### src/uart_regs_pkg.sv
// Offsets, field positions, reset values and timing shared by the serial port files
`default_nettype none
package uart_regs_pkg;
	// ==========================================
	// Register offsets
	localparam logic [11:0] OFF_CONTROL_A = 12'h280;
	localparam logic [11:0] OFF_CONTROL_B = 12'h282;
	localparam logic [11:0] OFF_STATUS = 12'h284;
	localparam logic [11:0] OFF_MASK = 12'h286;
	localparam logic [11:0] OFF_TX_HOLD = 12'h288;
	localparam logic [11:0] OFF_RX_BUF = 12'h28a;
	localparam logic [11:0] OFF_IRQ_CH11 = 12'h290;
	// ==========================================
	// Status and mask bit positions
	localparam int ST_IDLE = 0;
	localparam int ST_QUIET_LINE_PENDING_DATA = 1;
	localparam int ST_TX_FULLY_DRAINED = 2;
	localparam int ST_PER = 3;
	localparam int ST_OER = 4;
	localparam int ST_FER = 5;
	localparam int ST_TX_HOLDING_EMPTY = 6;
	localparam int ST_RDR = 7;
	localparam int ST_AB = 8;
	localparam int ST_BRK = 9;
	localparam logic [9:0] MASK_RESET = 10'h2f8;
	localparam logic [9:0] SW_CLEARABLE = 10'h33a;
	localparam logic [9:0] GRP_RX_STATUS = 10'h339;
	localparam logic [9:0] GRP_RX_DATA = 10'h082;
	localparam logic [9:0] GRP_TX = 10'h044;
	// ==========================================
	// Control A, control B and channel eleven fields
	localparam int CA_TWO_STOP = 0;
	localparam int CA_PAR_EN = 1;
	localparam int CA_PAR_EVEN = 2;
	localparam int CA_ADDR_EN = 3;
	localparam int CA_RX_DATA_GROUP_ENABLE = 7;
	localparam int CA_TX_GROUP_ENABLE = 8;
	localparam int CA_AB = 10;
	localparam int CA_BRK = 11;
	localparam int CA_RX_STATUS_GROUP_ENABLE = 12;
	localparam logic [15:0] CA_WMASK = 16'h1d8f;
	localparam int CB_EXTENDED_READ_MODE = 1;
	localparam int CB_EXTENDED_WRITE_MODE = 2;
	localparam int CB_BRKVAL = 3;
	localparam logic [15:0] CB_WMASK = 16'h000e;
	localparam int CH_ENABLE = 0;
	localparam int CH_SRC_UART = 1;
	// ==========================================
	// Receive buffer extended view and transmit fields
	localparam int RB_AB = 8;
	localparam int RB_BRK = 9;
	localparam int RB_PER = 11;
	localparam int RB_OER = 12;
	localparam int RB_FER = 13;
	localparam int RB_TX_HOLDING_EMPTY = 14;
	localparam int RB_RDR = 15;
	localparam int TX_AB = 8;
	// ==========================================
	// Timing
	localparam int CLOCK_HZ = 25_000_000;
	localparam int BAUD_HZ = 9600;
	localparam int OVERSAMPLE = 16;
	localparam int SAMPLE_DIV = CLOCK_HZ / (BAUD_HZ * OVERSAMPLE);
	localparam int IDLE_BIT_TIMES = 40;
	localparam logic [9:0] IDLE_TICKS = 10'(IDLE_BIT_TIMES * OVERSAMPLE);
	localparam logic [3:0] HALF_BIT = 4'(OVERSAMPLE / 2 - 1);
	localparam logic [3:0] LAST_TICK = 4'(OVERSAMPLE - 1);
	localparam logic [3:0] CHAR_BITS = 4'h8;
	// One received frame with its own status
	typedef struct packed {
		logic break_flag;
		logic ab;
		logic parity_flag;
		logic overrun_flag;
		logic framing_err_flag;
		logic [7:0] data;
	} rx_entry_t;
endpackage
`default_nettype wire

### src/uart_lane_if.sv
// Signals between the register core and the line receiver and transmitter
`timescale 1ns/10ps
`default_nettype none
interface uart_lane_if;
	logic sample_tick;
	logic parity_en;
	logic parity_even;
	logic addr_en;
	logic two_stop;
	logic send_break;
	logic break_value;
	logic frame_done;
	logic [7:0] rx_char;
	logic rx_addr;
	logic rx_perr;
	logic rx_ferr;
	logic rx_brk;
	logic in_frame;
	logic line_high;
	logic load_req;
	logic [8:0] load_word;
	logic load_ack;
	logic tx_busy;
	logic txd;
	modport core (output sample_tick, parity_en, parity_even, addr_en, two_stop, send_break,
		break_value, load_req, load_word, input frame_done, rx_char, rx_addr, rx_perr,
		rx_ferr, rx_brk, in_frame, line_high, load_ack, tx_busy, txd);
	modport rx (input sample_tick, parity_en, parity_even, addr_en, output frame_done,
		rx_char, rx_addr, rx_perr, rx_ferr, rx_brk, in_frame, line_high);
	modport tx (input sample_tick, parity_en, parity_even, addr_en, two_stop, send_break,
		break_value, load_req, load_word, output load_ack, tx_busy, txd);
endinterface
`default_nettype wire

### src/uart_line_receiver.sv
// Receive line synchroniser and frame receiver
`timescale 1ns/10ps
`default_nettype none
module uart_line_receiver (
	input wire logic clock,
	input wire logic reset_n,
	input wire logic rxd,
	uart_lane_if.rx lane
);
	typedef enum logic [1:0] {RX_IDLE, RX_START, RX_BITS, RX_STOP} rx_state_t;
	rx_state_t state_q, state_d;
	logic s1_q, s2_q, s3_q, level_q, level_d, pbit;
	logic [3:0] tick_q, tick_d, idx_q, idx_d, nbits;
	logic [9:0] shift_q, shift_d;
	uart_regs_pkg::rx_entry_t out_q, out_d;
	logic done_q, done_d;

	assign lane.frame_done = done_q;
	assign lane.rx_char = out_q.data;
	assign lane.rx_addr = out_q.ab;
	assign lane.rx_perr = out_q.parity_flag;
	assign lane.rx_ferr = out_q.framing_err_flag;
	assign lane.rx_brk = out_q.break_flag;
	assign lane.in_frame = (state_q != RX_IDLE);
	assign lane.line_high = level_q;

	// ==========================================
	// Frame sequencer, sampling mid-bit on the oversample enable
	always_comb begin
		level_d = (s2_q == s3_q) ? s3_q : level_q;
		state_d = state_q;
		tick_d = tick_q;
		idx_d = idx_q;
		shift_d = shift_q;
		out_d = out_q;
		done_d = 1'b0;
		nbits = uart_regs_pkg::CHAR_BITS + {3'b000, lane.addr_en} + {3'b000, lane.parity_en};
		pbit = lane.addr_en ? shift_q[9] : shift_q[8];
		unique case (state_q)
			RX_IDLE: if (!level_q) begin
				state_d = RX_START;
				tick_d = 4'h0;
			end
			RX_START: if (lane.sample_tick) begin
				tick_d = tick_q + 4'h1;
				if (tick_q == uart_regs_pkg::HALF_BIT) begin
					// A glitch shorter than half a bit is not a start bit
					tick_d = 4'h0;
					idx_d = 4'h0;
					shift_d = 10'h000;
					state_d = level_q ? RX_IDLE : RX_BITS;
				end
			end
			RX_BITS: if (lane.sample_tick) begin
				tick_d = tick_q + 4'h1;
				if (tick_q == uart_regs_pkg::LAST_TICK) begin
					shift_d[idx_q] = level_q;
					idx_d = idx_q + 4'h1;
					if (idx_q == nbits - 4'h1) begin
						state_d = RX_STOP;
					end
				end
			end
			RX_STOP: if (lane.sample_tick) begin
				tick_d = tick_q + 4'h1;
				if (tick_q == uart_regs_pkg::LAST_TICK) begin
					done_d = 1'b1;
					out_d.data = shift_q[7:0];
					out_d.ab = lane.addr_en & shift_q[8];
					out_d.parity_flag = lane.parity_en & (^shift_q[7:0] ^ pbit ^ ~lane.parity_even);
					out_d.framing_err_flag = ~level_q;
					out_d.break_flag = ~level_q & (shift_q == 10'h000);
					out_d.overrun_flag = 1'b0;
					state_d = RX_IDLE;
				end
			end
		endcase
	end

	// Registers; the first sync stage feeds only the second
	always_ff @(posedge clock) begin
		if (!reset_n) begin
			s1_q <= 1'b1;
			s2_q <= 1'b1;
			s3_q <= 1'b1;
			level_q <= 1'b1;
			state_q <= RX_IDLE;
			tick_q <= 4'h0;
			idx_q <= 4'h0;
			shift_q <= 10'h000;
			out_q <= '0;
			done_q <= 1'b0;
		end else begin
			s1_q <= rxd;
			s2_q <= s1_q;
			s3_q <= s2_q;
			level_q <= level_d;
			state_q <= state_d;
			tick_q <= tick_d;
			idx_q <= idx_d;
			shift_q <= shift_d;
			out_q <= out_d;
			done_q <= done_d;
		end
	end
endmodule
`default_nettype wire

### src/uart_line_transmitter.sv
// Transmit shift register and line driver
`timescale 1ns/10ps
`default_nettype none
module uart_line_transmitter (
	input wire logic clock,
	input wire logic reset_n,
	uart_lane_if.tx lane
);
	typedef enum logic {TX_IDLE, TX_SEND} tx_state_t;
	tx_state_t state_q, state_d;
	logic [12:0] frame_q, frame_d;
	logic [3:0] left_q, left_d, tick_q, tick_d, pos;
	logic txd_q, txd_d, ack;

	assign lane.load_ack = ack;
	assign lane.tx_busy = (state_q == TX_SEND);
	assign lane.txd = txd_q;

	// ==========================================
	// Frame builder and bit shifter
	always_comb begin
		state_d = state_q;
		frame_d = frame_q;
		left_d = left_q;
		tick_d = tick_q;
		ack = 1'b0;
		pos = 4'h9;
		unique case (state_q)
			TX_IDLE: if (lane.load_req) begin
				ack = 1'b1;
				frame_d = 13'h1fff;
				frame_d[8:0] = {lane.load_word[7:0], 1'b0};
				if (lane.addr_en) begin
					frame_d[pos] = lane.load_word[8];
					pos = pos + 4'h1;
				end
				if (lane.parity_en) begin
					frame_d[pos] = ^lane.load_word[7:0] ^ ~lane.parity_even;
					pos = pos + 4'h1;
				end
				left_d = pos + 4'h1 + {3'b000, lane.two_stop};
				tick_d = 4'h0;
				state_d = TX_SEND;
			end
			TX_SEND: if (lane.sample_tick) begin
				tick_d = tick_q + 4'h1;
				if (tick_q == uart_regs_pkg::LAST_TICK) begin
					frame_d = {1'b1, frame_q[12:1]};
					left_d = left_q - 4'h1;
					if (left_q == 4'h1) begin
						state_d = TX_IDLE;
					end
				end
			end
		endcase
		// Break overrides the line at any point of a frame
		txd_d = lane.send_break ? lane.break_value : ((state_d == TX_SEND) ? frame_d[0] : 1'b1);
	end

	// Registers
	always_ff @(posedge clock) begin
		if (!reset_n) begin
			state_q <= TX_IDLE;
			frame_q <= 13'h1fff;
			left_q <= 4'h0;
			tick_q <= 4'h0;
			txd_q <= 1'b1;
		end else begin
			state_q <= state_d;
			frame_q <= frame_d;
			left_q <= left_d;
			tick_q <= tick_d;
			txd_q <= txd_d;
		end
	end
endmodule
`default_nettype wire

### src/uart_irq_mask_and_data_regs.sv
// Register core of the serial port: status, mask, transmit holding and receive buffer
//
// Chosen here: the plain strobed port.
`timescale 1ns/10ps
`default_nettype none
// What this block does
// - Set idle-with-data flag after 40 quiet bits
// - Idle-with-data flag cleared only by software
// - Line idle flag low while in frame
// - Mask bits nine..zero gate matching status flags
// - Three group enables gate their sources
// - Rx status interrupt blocks DMA unless extended
// - Interrupt leaves only via enabled channel eleven
// - Late transmit write overwrites, shifter untouched
// - Transmit: char low byte, address bit eight
// - Address bit writable only in extended write
// - Extended read shows status in upper byte
// - Frame fields valid only while data ready
// - Buffer read clears ready unless more waiting
// - Framing checked on first stop bit only
// - Upper byte zero without extended read
// - Overrun set on lost data, software clears
module uart_irq_mask_and_data_regs #(
	parameter int SAMPLE_DIV = uart_regs_pkg::SAMPLE_DIV
) (
	input wire logic clock,
	input wire logic reset_n,
	input wire logic [11:0] reg_addr,
	input wire logic [15:0] reg_wdata,
	input wire logic reg_write,
	input wire logic reg_read,
	output logic [15:0] reg_rdata,
	input wire logic rxd,
	output logic txd,
	output logic irq_req,
	output logic rx_dma_req
);
	uart_lane_if lane ();

	logic [15:0] ctl_a_q, ctl_a_d, ctl_b_q, ctl_b_d;
	logic [1:0] ch11_q, ch11_d;
	logic [9:0] mask_q, mask_d, flags_q, flags_d, sets, clears, status, groups, pending;
	logic rdr_q, rdr_d, pend_full_q, pend_full_d, hold_full_q, hold_full_d;
	uart_regs_pkg::rx_entry_t cur_q, cur_d, pend_q, pend_d, arrived;
	logic [8:0] hold_q, hold_d;
	logic [15:0] div_q, div_d, rdata_q, rdata_d, rxbuf_view;
	logic [9:0] quiet_q, quiet_d;
	logic tick_q, tick_d, quiet_hit, irq_q, irq_d, dma_q, dma_d;
	logic wr_ctl_a, wr_ctl_b, wr_status, wr_mask, wr_tx, wr_ch11, rd_rx;
	logic extended_read_mode, extended_write_mode;

	// ==========================================
	// Address decode and configuration fan-out
	assign wr_ctl_a = reg_write && (reg_addr == uart_regs_pkg::OFF_CONTROL_A);
	assign wr_ctl_b = reg_write && (reg_addr == uart_regs_pkg::OFF_CONTROL_B);
	assign wr_status = reg_write && (reg_addr == uart_regs_pkg::OFF_STATUS);
	assign wr_mask = reg_write && (reg_addr == uart_regs_pkg::OFF_MASK);
	assign wr_tx = reg_write && (reg_addr == uart_regs_pkg::OFF_TX_HOLD);
	assign wr_ch11 = reg_write && (reg_addr == uart_regs_pkg::OFF_IRQ_CH11);
	assign rd_rx = reg_read && (reg_addr == uart_regs_pkg::OFF_RX_BUF);
	assign extended_read_mode = ctl_b_q[uart_regs_pkg::CB_EXTENDED_READ_MODE];
	assign extended_write_mode = ctl_b_q[uart_regs_pkg::CB_EXTENDED_WRITE_MODE];

	// Line-side configuration comes straight from control registers
	assign lane.sample_tick = tick_q;
	assign lane.parity_en = ctl_a_q[uart_regs_pkg::CA_PAR_EN];
	assign lane.parity_even = ctl_a_q[uart_regs_pkg::CA_PAR_EVEN];
	assign lane.addr_en = ctl_a_q[uart_regs_pkg::CA_ADDR_EN];
	assign lane.two_stop = ctl_a_q[uart_regs_pkg::CA_TWO_STOP];
	assign lane.send_break = ctl_a_q[uart_regs_pkg::CA_BRK];
	assign lane.break_value = ctl_b_q[uart_regs_pkg::CB_BRKVAL];
	assign lane.load_req = hold_full_q;
	assign lane.load_word = hold_q;

	// Top outputs, each from a flop
	assign reg_rdata = rdata_q;
	assign txd = lane.txd;
	assign irq_req = irq_q;
	assign rx_dma_req = dma_q;

	uart_line_receiver rx_unit (
		.clock(clock),
		.reset_n(reset_n),
		.rxd(rxd),
		.lane(lane.rx)
	);

	uart_line_transmitter tx_unit (
		.clock(clock),
		.reset_n(reset_n),
		.lane(lane.tx)
	);

	// ==========================================
	// Oversample divider and quiet-line timer
	// A divider of one makes every clock a sample tick, which keeps sims short
	always_comb begin
		div_d = div_q + 16'h0001;
		tick_d = 1'b0;
		if (div_q == 16'(SAMPLE_DIV - 1)) begin
			div_d = 16'h0000;
			tick_d = 1'b1;
		end
		quiet_d = quiet_q;
		quiet_hit = 1'b0;
		if (lane.in_frame || !lane.line_high) begin
			quiet_d = 10'h000;
		end else if (tick_q && (quiet_q != uart_regs_pkg::IDLE_TICKS)) begin
			quiet_d = quiet_q + 10'h001;
			quiet_hit = (quiet_q == uart_regs_pkg::IDLE_TICKS - 10'h001);
		end
	end

	// ==========================================
	// Status assembly, live bits merged with sticky ones
	always_comb begin
		status = flags_q & uart_regs_pkg::SW_CLEARABLE;
		status[uart_regs_pkg::ST_IDLE] = ~lane.in_frame;
		status[uart_regs_pkg::ST_RDR] = rdr_q;
		status[uart_regs_pkg::ST_TX_HOLDING_EMPTY] = ~hold_full_q;
		status[uart_regs_pkg::ST_TX_FULLY_DRAINED] = ~hold_full_q & ~lane.tx_busy;
		groups = 10'h000;
		if (ctl_a_q[uart_regs_pkg::CA_RX_STATUS_GROUP_ENABLE]) begin
			groups = groups | uart_regs_pkg::GRP_RX_STATUS;
		end
		if (ctl_a_q[uart_regs_pkg::CA_RX_DATA_GROUP_ENABLE]) begin
			groups = groups | uart_regs_pkg::GRP_RX_DATA;
		end
		if (ctl_a_q[uart_regs_pkg::CA_TX_GROUP_ENABLE]) begin
			groups = groups | uart_regs_pkg::GRP_TX;
		end
		pending = status & mask_q & groups;
		irq_d = (|pending) && ch11_q[uart_regs_pkg::CH_ENABLE]
			&& ch11_q[uart_regs_pkg::CH_SRC_UART];
		dma_d = rdr_q && !(!extended_read_mode && (|(pending & uart_regs_pkg::GRP_RX_STATUS)));
	end

	// ==========================================
	// Register state: receive queue, sticky flags, transmit holding
	always_comb begin
		ctl_a_d = ctl_a_q;
		ctl_b_d = ctl_b_q;
		ch11_d = ch11_q;
		mask_d = mask_q;
		rdr_d = rdr_q;
		cur_d = cur_q;
		pend_d = pend_q;
		pend_full_d = pend_full_q;
		hold_d = hold_q;
		hold_full_d = hold_full_q;
		sets = 10'h000;
		arrived = '0;
		arrived.data = lane.rx_char;
		arrived.ab = lane.rx_addr;
		arrived.parity_flag = lane.rx_perr;
		arrived.framing_err_flag = lane.rx_ferr;
		arrived.break_flag = lane.rx_brk;
		if (rd_rx) begin
			if (pend_full_q) begin
				cur_d = pend_q;
				pend_full_d = 1'b0;
			end else begin
				rdr_d = 1'b0;
			end
		end
		// A frame landing during the read goes behind it, so nothing is dropped
		if (lane.frame_done) begin
			sets[uart_regs_pkg::ST_PER] = lane.rx_perr;
			sets[uart_regs_pkg::ST_FER] = lane.rx_ferr;
			sets[uart_regs_pkg::ST_BRK] = lane.rx_brk;
			sets[uart_regs_pkg::ST_AB] = lane.rx_addr;
			if (!rdr_d) begin
				cur_d = arrived;
				rdr_d = 1'b1;
			end else if (!pend_full_d) begin
				pend_d = arrived;
				pend_full_d = 1'b1;
			end else begin
				pend_d = arrived;
				pend_d.overrun_flag = 1'b1;
				sets[uart_regs_pkg::ST_OER] = 1'b1;
			end
		end
		sets[uart_regs_pkg::ST_QUIET_LINE_PENDING_DATA] = quiet_hit && rdr_q;
		clears = wr_status ? (~reg_wdata[9:0] & uart_regs_pkg::SW_CLEARABLE) : 10'h000;
		flags_d = ((flags_q & ~clears) | sets) & uart_regs_pkg::SW_CLEARABLE;
		// Shifter took the word; the control address bit is spent
		if (lane.load_ack) begin
			hold_full_d = 1'b0;
			ctl_a_d[uart_regs_pkg::CA_AB] = 1'b0;
		end
		if (wr_ctl_a) begin
			ctl_a_d = reg_wdata & uart_regs_pkg::CA_WMASK;
		end
		if (wr_ctl_b) begin
			ctl_b_d = reg_wdata & uart_regs_pkg::CB_WMASK;
		end
		if (wr_mask) begin
			mask_d = reg_wdata[9:0];
		end
		if (wr_ch11) begin
			ch11_d = reg_wdata[1:0];
		end
		if (wr_tx) begin
			hold_d[7:0] = reg_wdata[7:0];
			hold_d[uart_regs_pkg::TX_AB] = extended_write_mode ? reg_wdata[uart_regs_pkg::TX_AB]
				: ctl_a_q[uart_regs_pkg::CA_AB];
			hold_full_d = 1'b1;
		end
	end

	// ==========================================
	// Read data, present only in the cycle after the strobe
	// Unmapped offsets read as zero, so a stray probe leaves no state behind
	always_comb begin
		rxbuf_view = {8'h00, cur_q.data};
		if (extended_read_mode) begin
			rxbuf_view[uart_regs_pkg::RB_RDR] = rdr_q;
			rxbuf_view[uart_regs_pkg::RB_TX_HOLDING_EMPTY] = ~hold_full_q;
			if (rdr_q) begin
				rxbuf_view[uart_regs_pkg::RB_FER] = cur_q.framing_err_flag;
				rxbuf_view[uart_regs_pkg::RB_OER] = cur_q.overrun_flag;
				rxbuf_view[uart_regs_pkg::RB_PER] = cur_q.parity_flag;
				rxbuf_view[uart_regs_pkg::RB_BRK] = cur_q.break_flag;
				rxbuf_view[uart_regs_pkg::RB_AB] = cur_q.ab;
			end
		end
		rdata_d = 16'h0000;
		if (reg_read) begin
			case (reg_addr)
				uart_regs_pkg::OFF_CONTROL_A: rdata_d = ctl_a_q;
				uart_regs_pkg::OFF_CONTROL_B: rdata_d = ctl_b_q;
				uart_regs_pkg::OFF_STATUS: rdata_d = {6'h00, status};
				uart_regs_pkg::OFF_MASK: rdata_d = {6'h00, mask_q};
				uart_regs_pkg::OFF_TX_HOLD: rdata_d = {7'h00, hold_q};
				uart_regs_pkg::OFF_RX_BUF: rdata_d = rxbuf_view;
				uart_regs_pkg::OFF_IRQ_CH11: rdata_d = {14'h0000, ch11_q};
				default: rdata_d = 16'h0000;
			endcase
		end
	end

	// ==========================================
	// All core flops
	always_ff @(posedge clock) begin
		if (!reset_n) begin
			ctl_a_q <= 16'h0000;
			ctl_b_q <= 16'h0000;
			ch11_q <= 2'h0;
			mask_q <= uart_regs_pkg::MASK_RESET;
			flags_q <= 10'h000;
			rdr_q <= 1'b0;
			cur_q <= '0;
			pend_q <= '0;
			pend_full_q <= 1'b0;
			hold_q <= 9'h000;
			hold_full_q <= 1'b0;
			div_q <= 16'h0000;
			tick_q <= 1'b0;
			quiet_q <= 10'h000;
			rdata_q <= 16'h0000;
			irq_q <= 1'b0;
			dma_q <= 1'b0;
		end else begin
			ctl_a_q <= ctl_a_d;
			ctl_b_q <= ctl_b_d;
			ch11_q <= ch11_d;
			mask_q <= mask_d;
			flags_q <= flags_d;
			rdr_q <= rdr_d;
			cur_q <= cur_d;
			pend_q <= pend_d;
			pend_full_q <= pend_full_d;
			hold_q <= hold_d;
			hold_full_q <= hold_full_d;
			div_q <= div_d;
			tick_q <= tick_d;
			quiet_q <= quiet_d;
			rdata_q <= rdata_d;
			irq_q <= irq_d;
			dma_q <= dma_d;
		end
	end
endmodule
`default_nettype wire

### config.mk
export PLATFORM = sky130hd
export DESIGN_NAME = uart_irq_mask_and_data_regs
export DESIGN_NICKNAME = d
export VERILOG_FILES = /design/src/uart_regs_pkg.sv /design/src/uart_lane_if.sv /design/src/uart_line_receiver.sv /design/src/uart_line_transmitter.sv /design/src/uart_irq_mask_and_data_regs.sv
export SDC_FILE = /design/constraint.sdc
export NUM_CORES = 1
export LEC_CHECK = 0
export ABC_AREA = 1
export BUFFER_PORTS_ARGS = -buffer_cell sky130_fd_sc_hd__buf_2
export CAP_MARGIN = 25
export CORE_MARGIN = 2
export CORE_UTILIZATION = 61
export CTS_CLUSTER_DIAMETER = 100
export DETAILED_ROUTE_END_ITERATION = 12
export PLACE_DENSITY = 0.78
export SLEW_MARGIN = 10
export SYNTH_ARGS = -nofsm -noshare
export SYNTH_HDL_FRONTEND = slang
export SYNTH_HIERARCHICAL = 1
export SYNTH_SLANG_ARGS = --single-unit
### constraint.sdc
create_clock -name clock -period 1.95 [get_ports clock]
set_input_delay 0.0975 -clock clock [delete_from_list [all_inputs] [get_ports clock]]
set_output_delay 0.0975 -clock clock [all_outputs]
set_load 0.05 [all_outputs]
==> flow_summary.ini <==
[status]
outcome = completed

[logic_synthesis]
yosysTopAreaCellShare = 0.3991
seq_area_frac_synth = 0.3991
syn_inst = 1223
ys_types = 53
syn_area_um2 = 8678
syn_area_per_cell_um2 = 7.096
synth_edf_count = 0
synth_top_cell_by_area = dfxtp_1
synth-seq-cells = 173
synth_fp_nets = 1274
ys_async_sr_fraction = 0
ys.flop_type = dfxtp_1
synth_area_leaders = dfxtp_1 40%, nand2_1 13%, inv_1 6.6%
yosysWarnings = 6

[grt]
grt-ovfl-total = 0
grt_pass1_wl_mm = 34.88
antenna_found_initial = 0
grt_pass1_vias = 7417
grt_start_max_net_pins = 31
grt_usage = 0.2924

[die]
dieArea_um2 = 15200
die_w_um = 123.3
rows = 43
die_h_um = 123.3
core_um2 = 13880
io_pins = 52
initial_core_util = 0.6252

[hold_path]
worst_hold_path_type = input pin to flip-flop

[sta]
max_freq_mhz = 589.9
slew_headroom = 0.6753
fin_worst_skew_ns = 0.01007
setup_ws_ns = 0.2549
setup_tns_ns = 0
setup_viol = 0
slew_violations = 0
fin_crit_sh = 0.8693
rsz0062_at_grt = no
finalHoldViolations = 0
layout_min_cycle_time_ns = 1.695
worst-slew-pin-transition_ns = 0.4864

[routing]
drt_iter0_drc = 607
vias = 8107
vias_per_cell = 5.470
avgRoutedWirePerCell_um = 14.44
ant_nets = 0
drt_wl_total_mm = 21.39
drt_pre_antenna_iters = 5
drc = 0

[clock_tree]
cts_tree = yes
cts_num_sinks = 173
cts-root-buf = clkbuf_16
clk_latency_ns = 0.43
cts_htree_levels = 4
clk_pin_slew_ns = 0.07
clk_path_buf_depth = 2
cts_buffers = 17

[finish]
fillCellCount = 1200
final_common_cell = nand2_1
register_area_um2 = 3463
antenna_cells = 0
layout-drive-gt1-share = 0.1298
final_cell_mix = 302 x nand2_1, 173 x dfxtp_1, 152 x inv_1
synthToLayoutAreaGrowth_pct = 12.95
design_area_um2 = 9802
nNetsFinal = 1341
postLayoutCoreUtil = 0.7061
multi_input_area_um2 = 4370

[flow_run]
max_cap_viol_count = 0

[placed_design]
place_ws_ns = 0.2185
place.port_buffers = 48
dp_hpwl_mm = 15.35
placed_area_um2 = 9114
gp_congestion = 0.9454

[setup_path]
arrival_ns = 2.04
end_kind = flip-flop
critPathMaxFanout = 7
crit_type = flip-flop to flip-flop
cp-start-kind = flip-flop
cp.required_ns = 2.30

[pwr]
power_leakage_nw = 4.133
power_per_cell_area_nw_per_um2 = 713.1
vdd_drop_max_mv = 0.6107
-- cell usage after synthesis (5+ instances only) --
| cell | number |
|---|---|
| nor2_2 | 7 |
| nor2_4 | 9 |
| buf_6 | 7 |
| nand2_2 | 5 |
| or2_2 | 6 |
| nand2_1 | 302 |
| nor3_1 | 25 |
| nand3b_1 | 6 |
| o211ai_1 | 9 |
| a211oi_1 | 17 |
| nor2_1 | 112 |
| inv_1 | 152 |
| nand3_2 | 6 |
| ha_1 | 17 |
| dfxtp_1 | 173 |
| nand4_1 | 42 |
| nand2_4 | 7 |
| inv_2 | 9 |
| clkbuf_1 | 20 |
| buf_2 | 6 |
| nand3_1 | 76 |
| a21oi_1 | 92 |
| o2111ai_1 | 5 |
| nor3b_1 | 6 |
| o21ai_0 | 57 |
-- metrics by stage --
stage,hold slack (ns),power (mW),std cells
global route,0.02829,7.174,1482
CTS,0.01340,7.009,1482
finish,0.02202,6.990,1482
detailed placement,0.2864,3.830,1438
global placement,0.2869,3.826,1438
floorplan,0.2041,3.739,1223
-- state kept, by name, summed over array words and instances, names as in the netlist, 9 cells and up, named ones only --
register	count
ctl_a_q	9
quiet_q	10
mask_q	10
hold_q	9
reg_rdata	16
div_q	16
pend_q	13
cur_q	13
rx_unit/shift_q	10
tx_unit/frame_q	13
-- what timing repair did --
action | 4_1_cts | 5_1_grt
buffers inserted | 0 | 0
hold buffers | 13 | 0
endpoints found under the setup margin | 0 | 2
endpoints found under the hold margin | 22 | 0
gates resized for setup | 0 | 3
-- cell families after synthesis --
group,count (synthesis),synth area share
buf+inv,204,0.09861
mux,4,0.004614
compound gates,194,0.1254
fa+ha+maj,18,0.02682
flops,173,0.3991
xor+xnor,6,0.006055
simple gates,624,0.3394
-- power by group --
| group | switching [mW] | internal, mW | leakage [nW] | total [mW] |
|---|---|---|---|---|
| combinational | 0.149 | 0.0798 | 2.47 | 0.229 |
| clock | 1.45 | 1.76 | 0.264 | 3.21 |
| sequential | 0.00565 | 3.54 | 1.39 | 3.55 |
-- final timing paths --
kind	from	endpoint	slack (ns)	cells after the start
max	rx_unit/tick_q[0]	rx_unit/lane.rx_perr	0.25	7
min	reg_write	ch11_q[0]	0.02	3
max reg2reg	rx_unit/tick_q[0]	rx_unit/lane.rx_perr	0.25	7
min reg2reg	rx_unit/s1_q	rx_unit/s2_q	0.41	1
-- layer usage --
layer  up-vias  part of all wire  GRT usage
li1       4144                 -          -
met5         -                 0          0
met4         0             0.034     0.1385
met2       215              0.48     0.4966
met1      3697              0.44     0.3567
met3        51             0.044    0.05443
-- worst max-delay path, stage by stage, from the launching register on --
cell	delay (ns)
dfxtp_1	0.40
ha_1	0.19
nand2_1	0.09
nor2_2	0.23
nand4_4	0.22
nor2_1	0.18
nand3_1	0.14
a21oi_1	0.17
-- layout make-up --
type	count	area share
Timing Repair Buffer	87	0.05770
Multi-Input combinational cell	846	0.4459
Sequential cell	173	0.3533
Tap cell	180	0.02298
Clock inverter	12	0.01149
Clock buffer	19	0.04417
Inverter	165	0.06446
(Power assumes the default switching activity.)
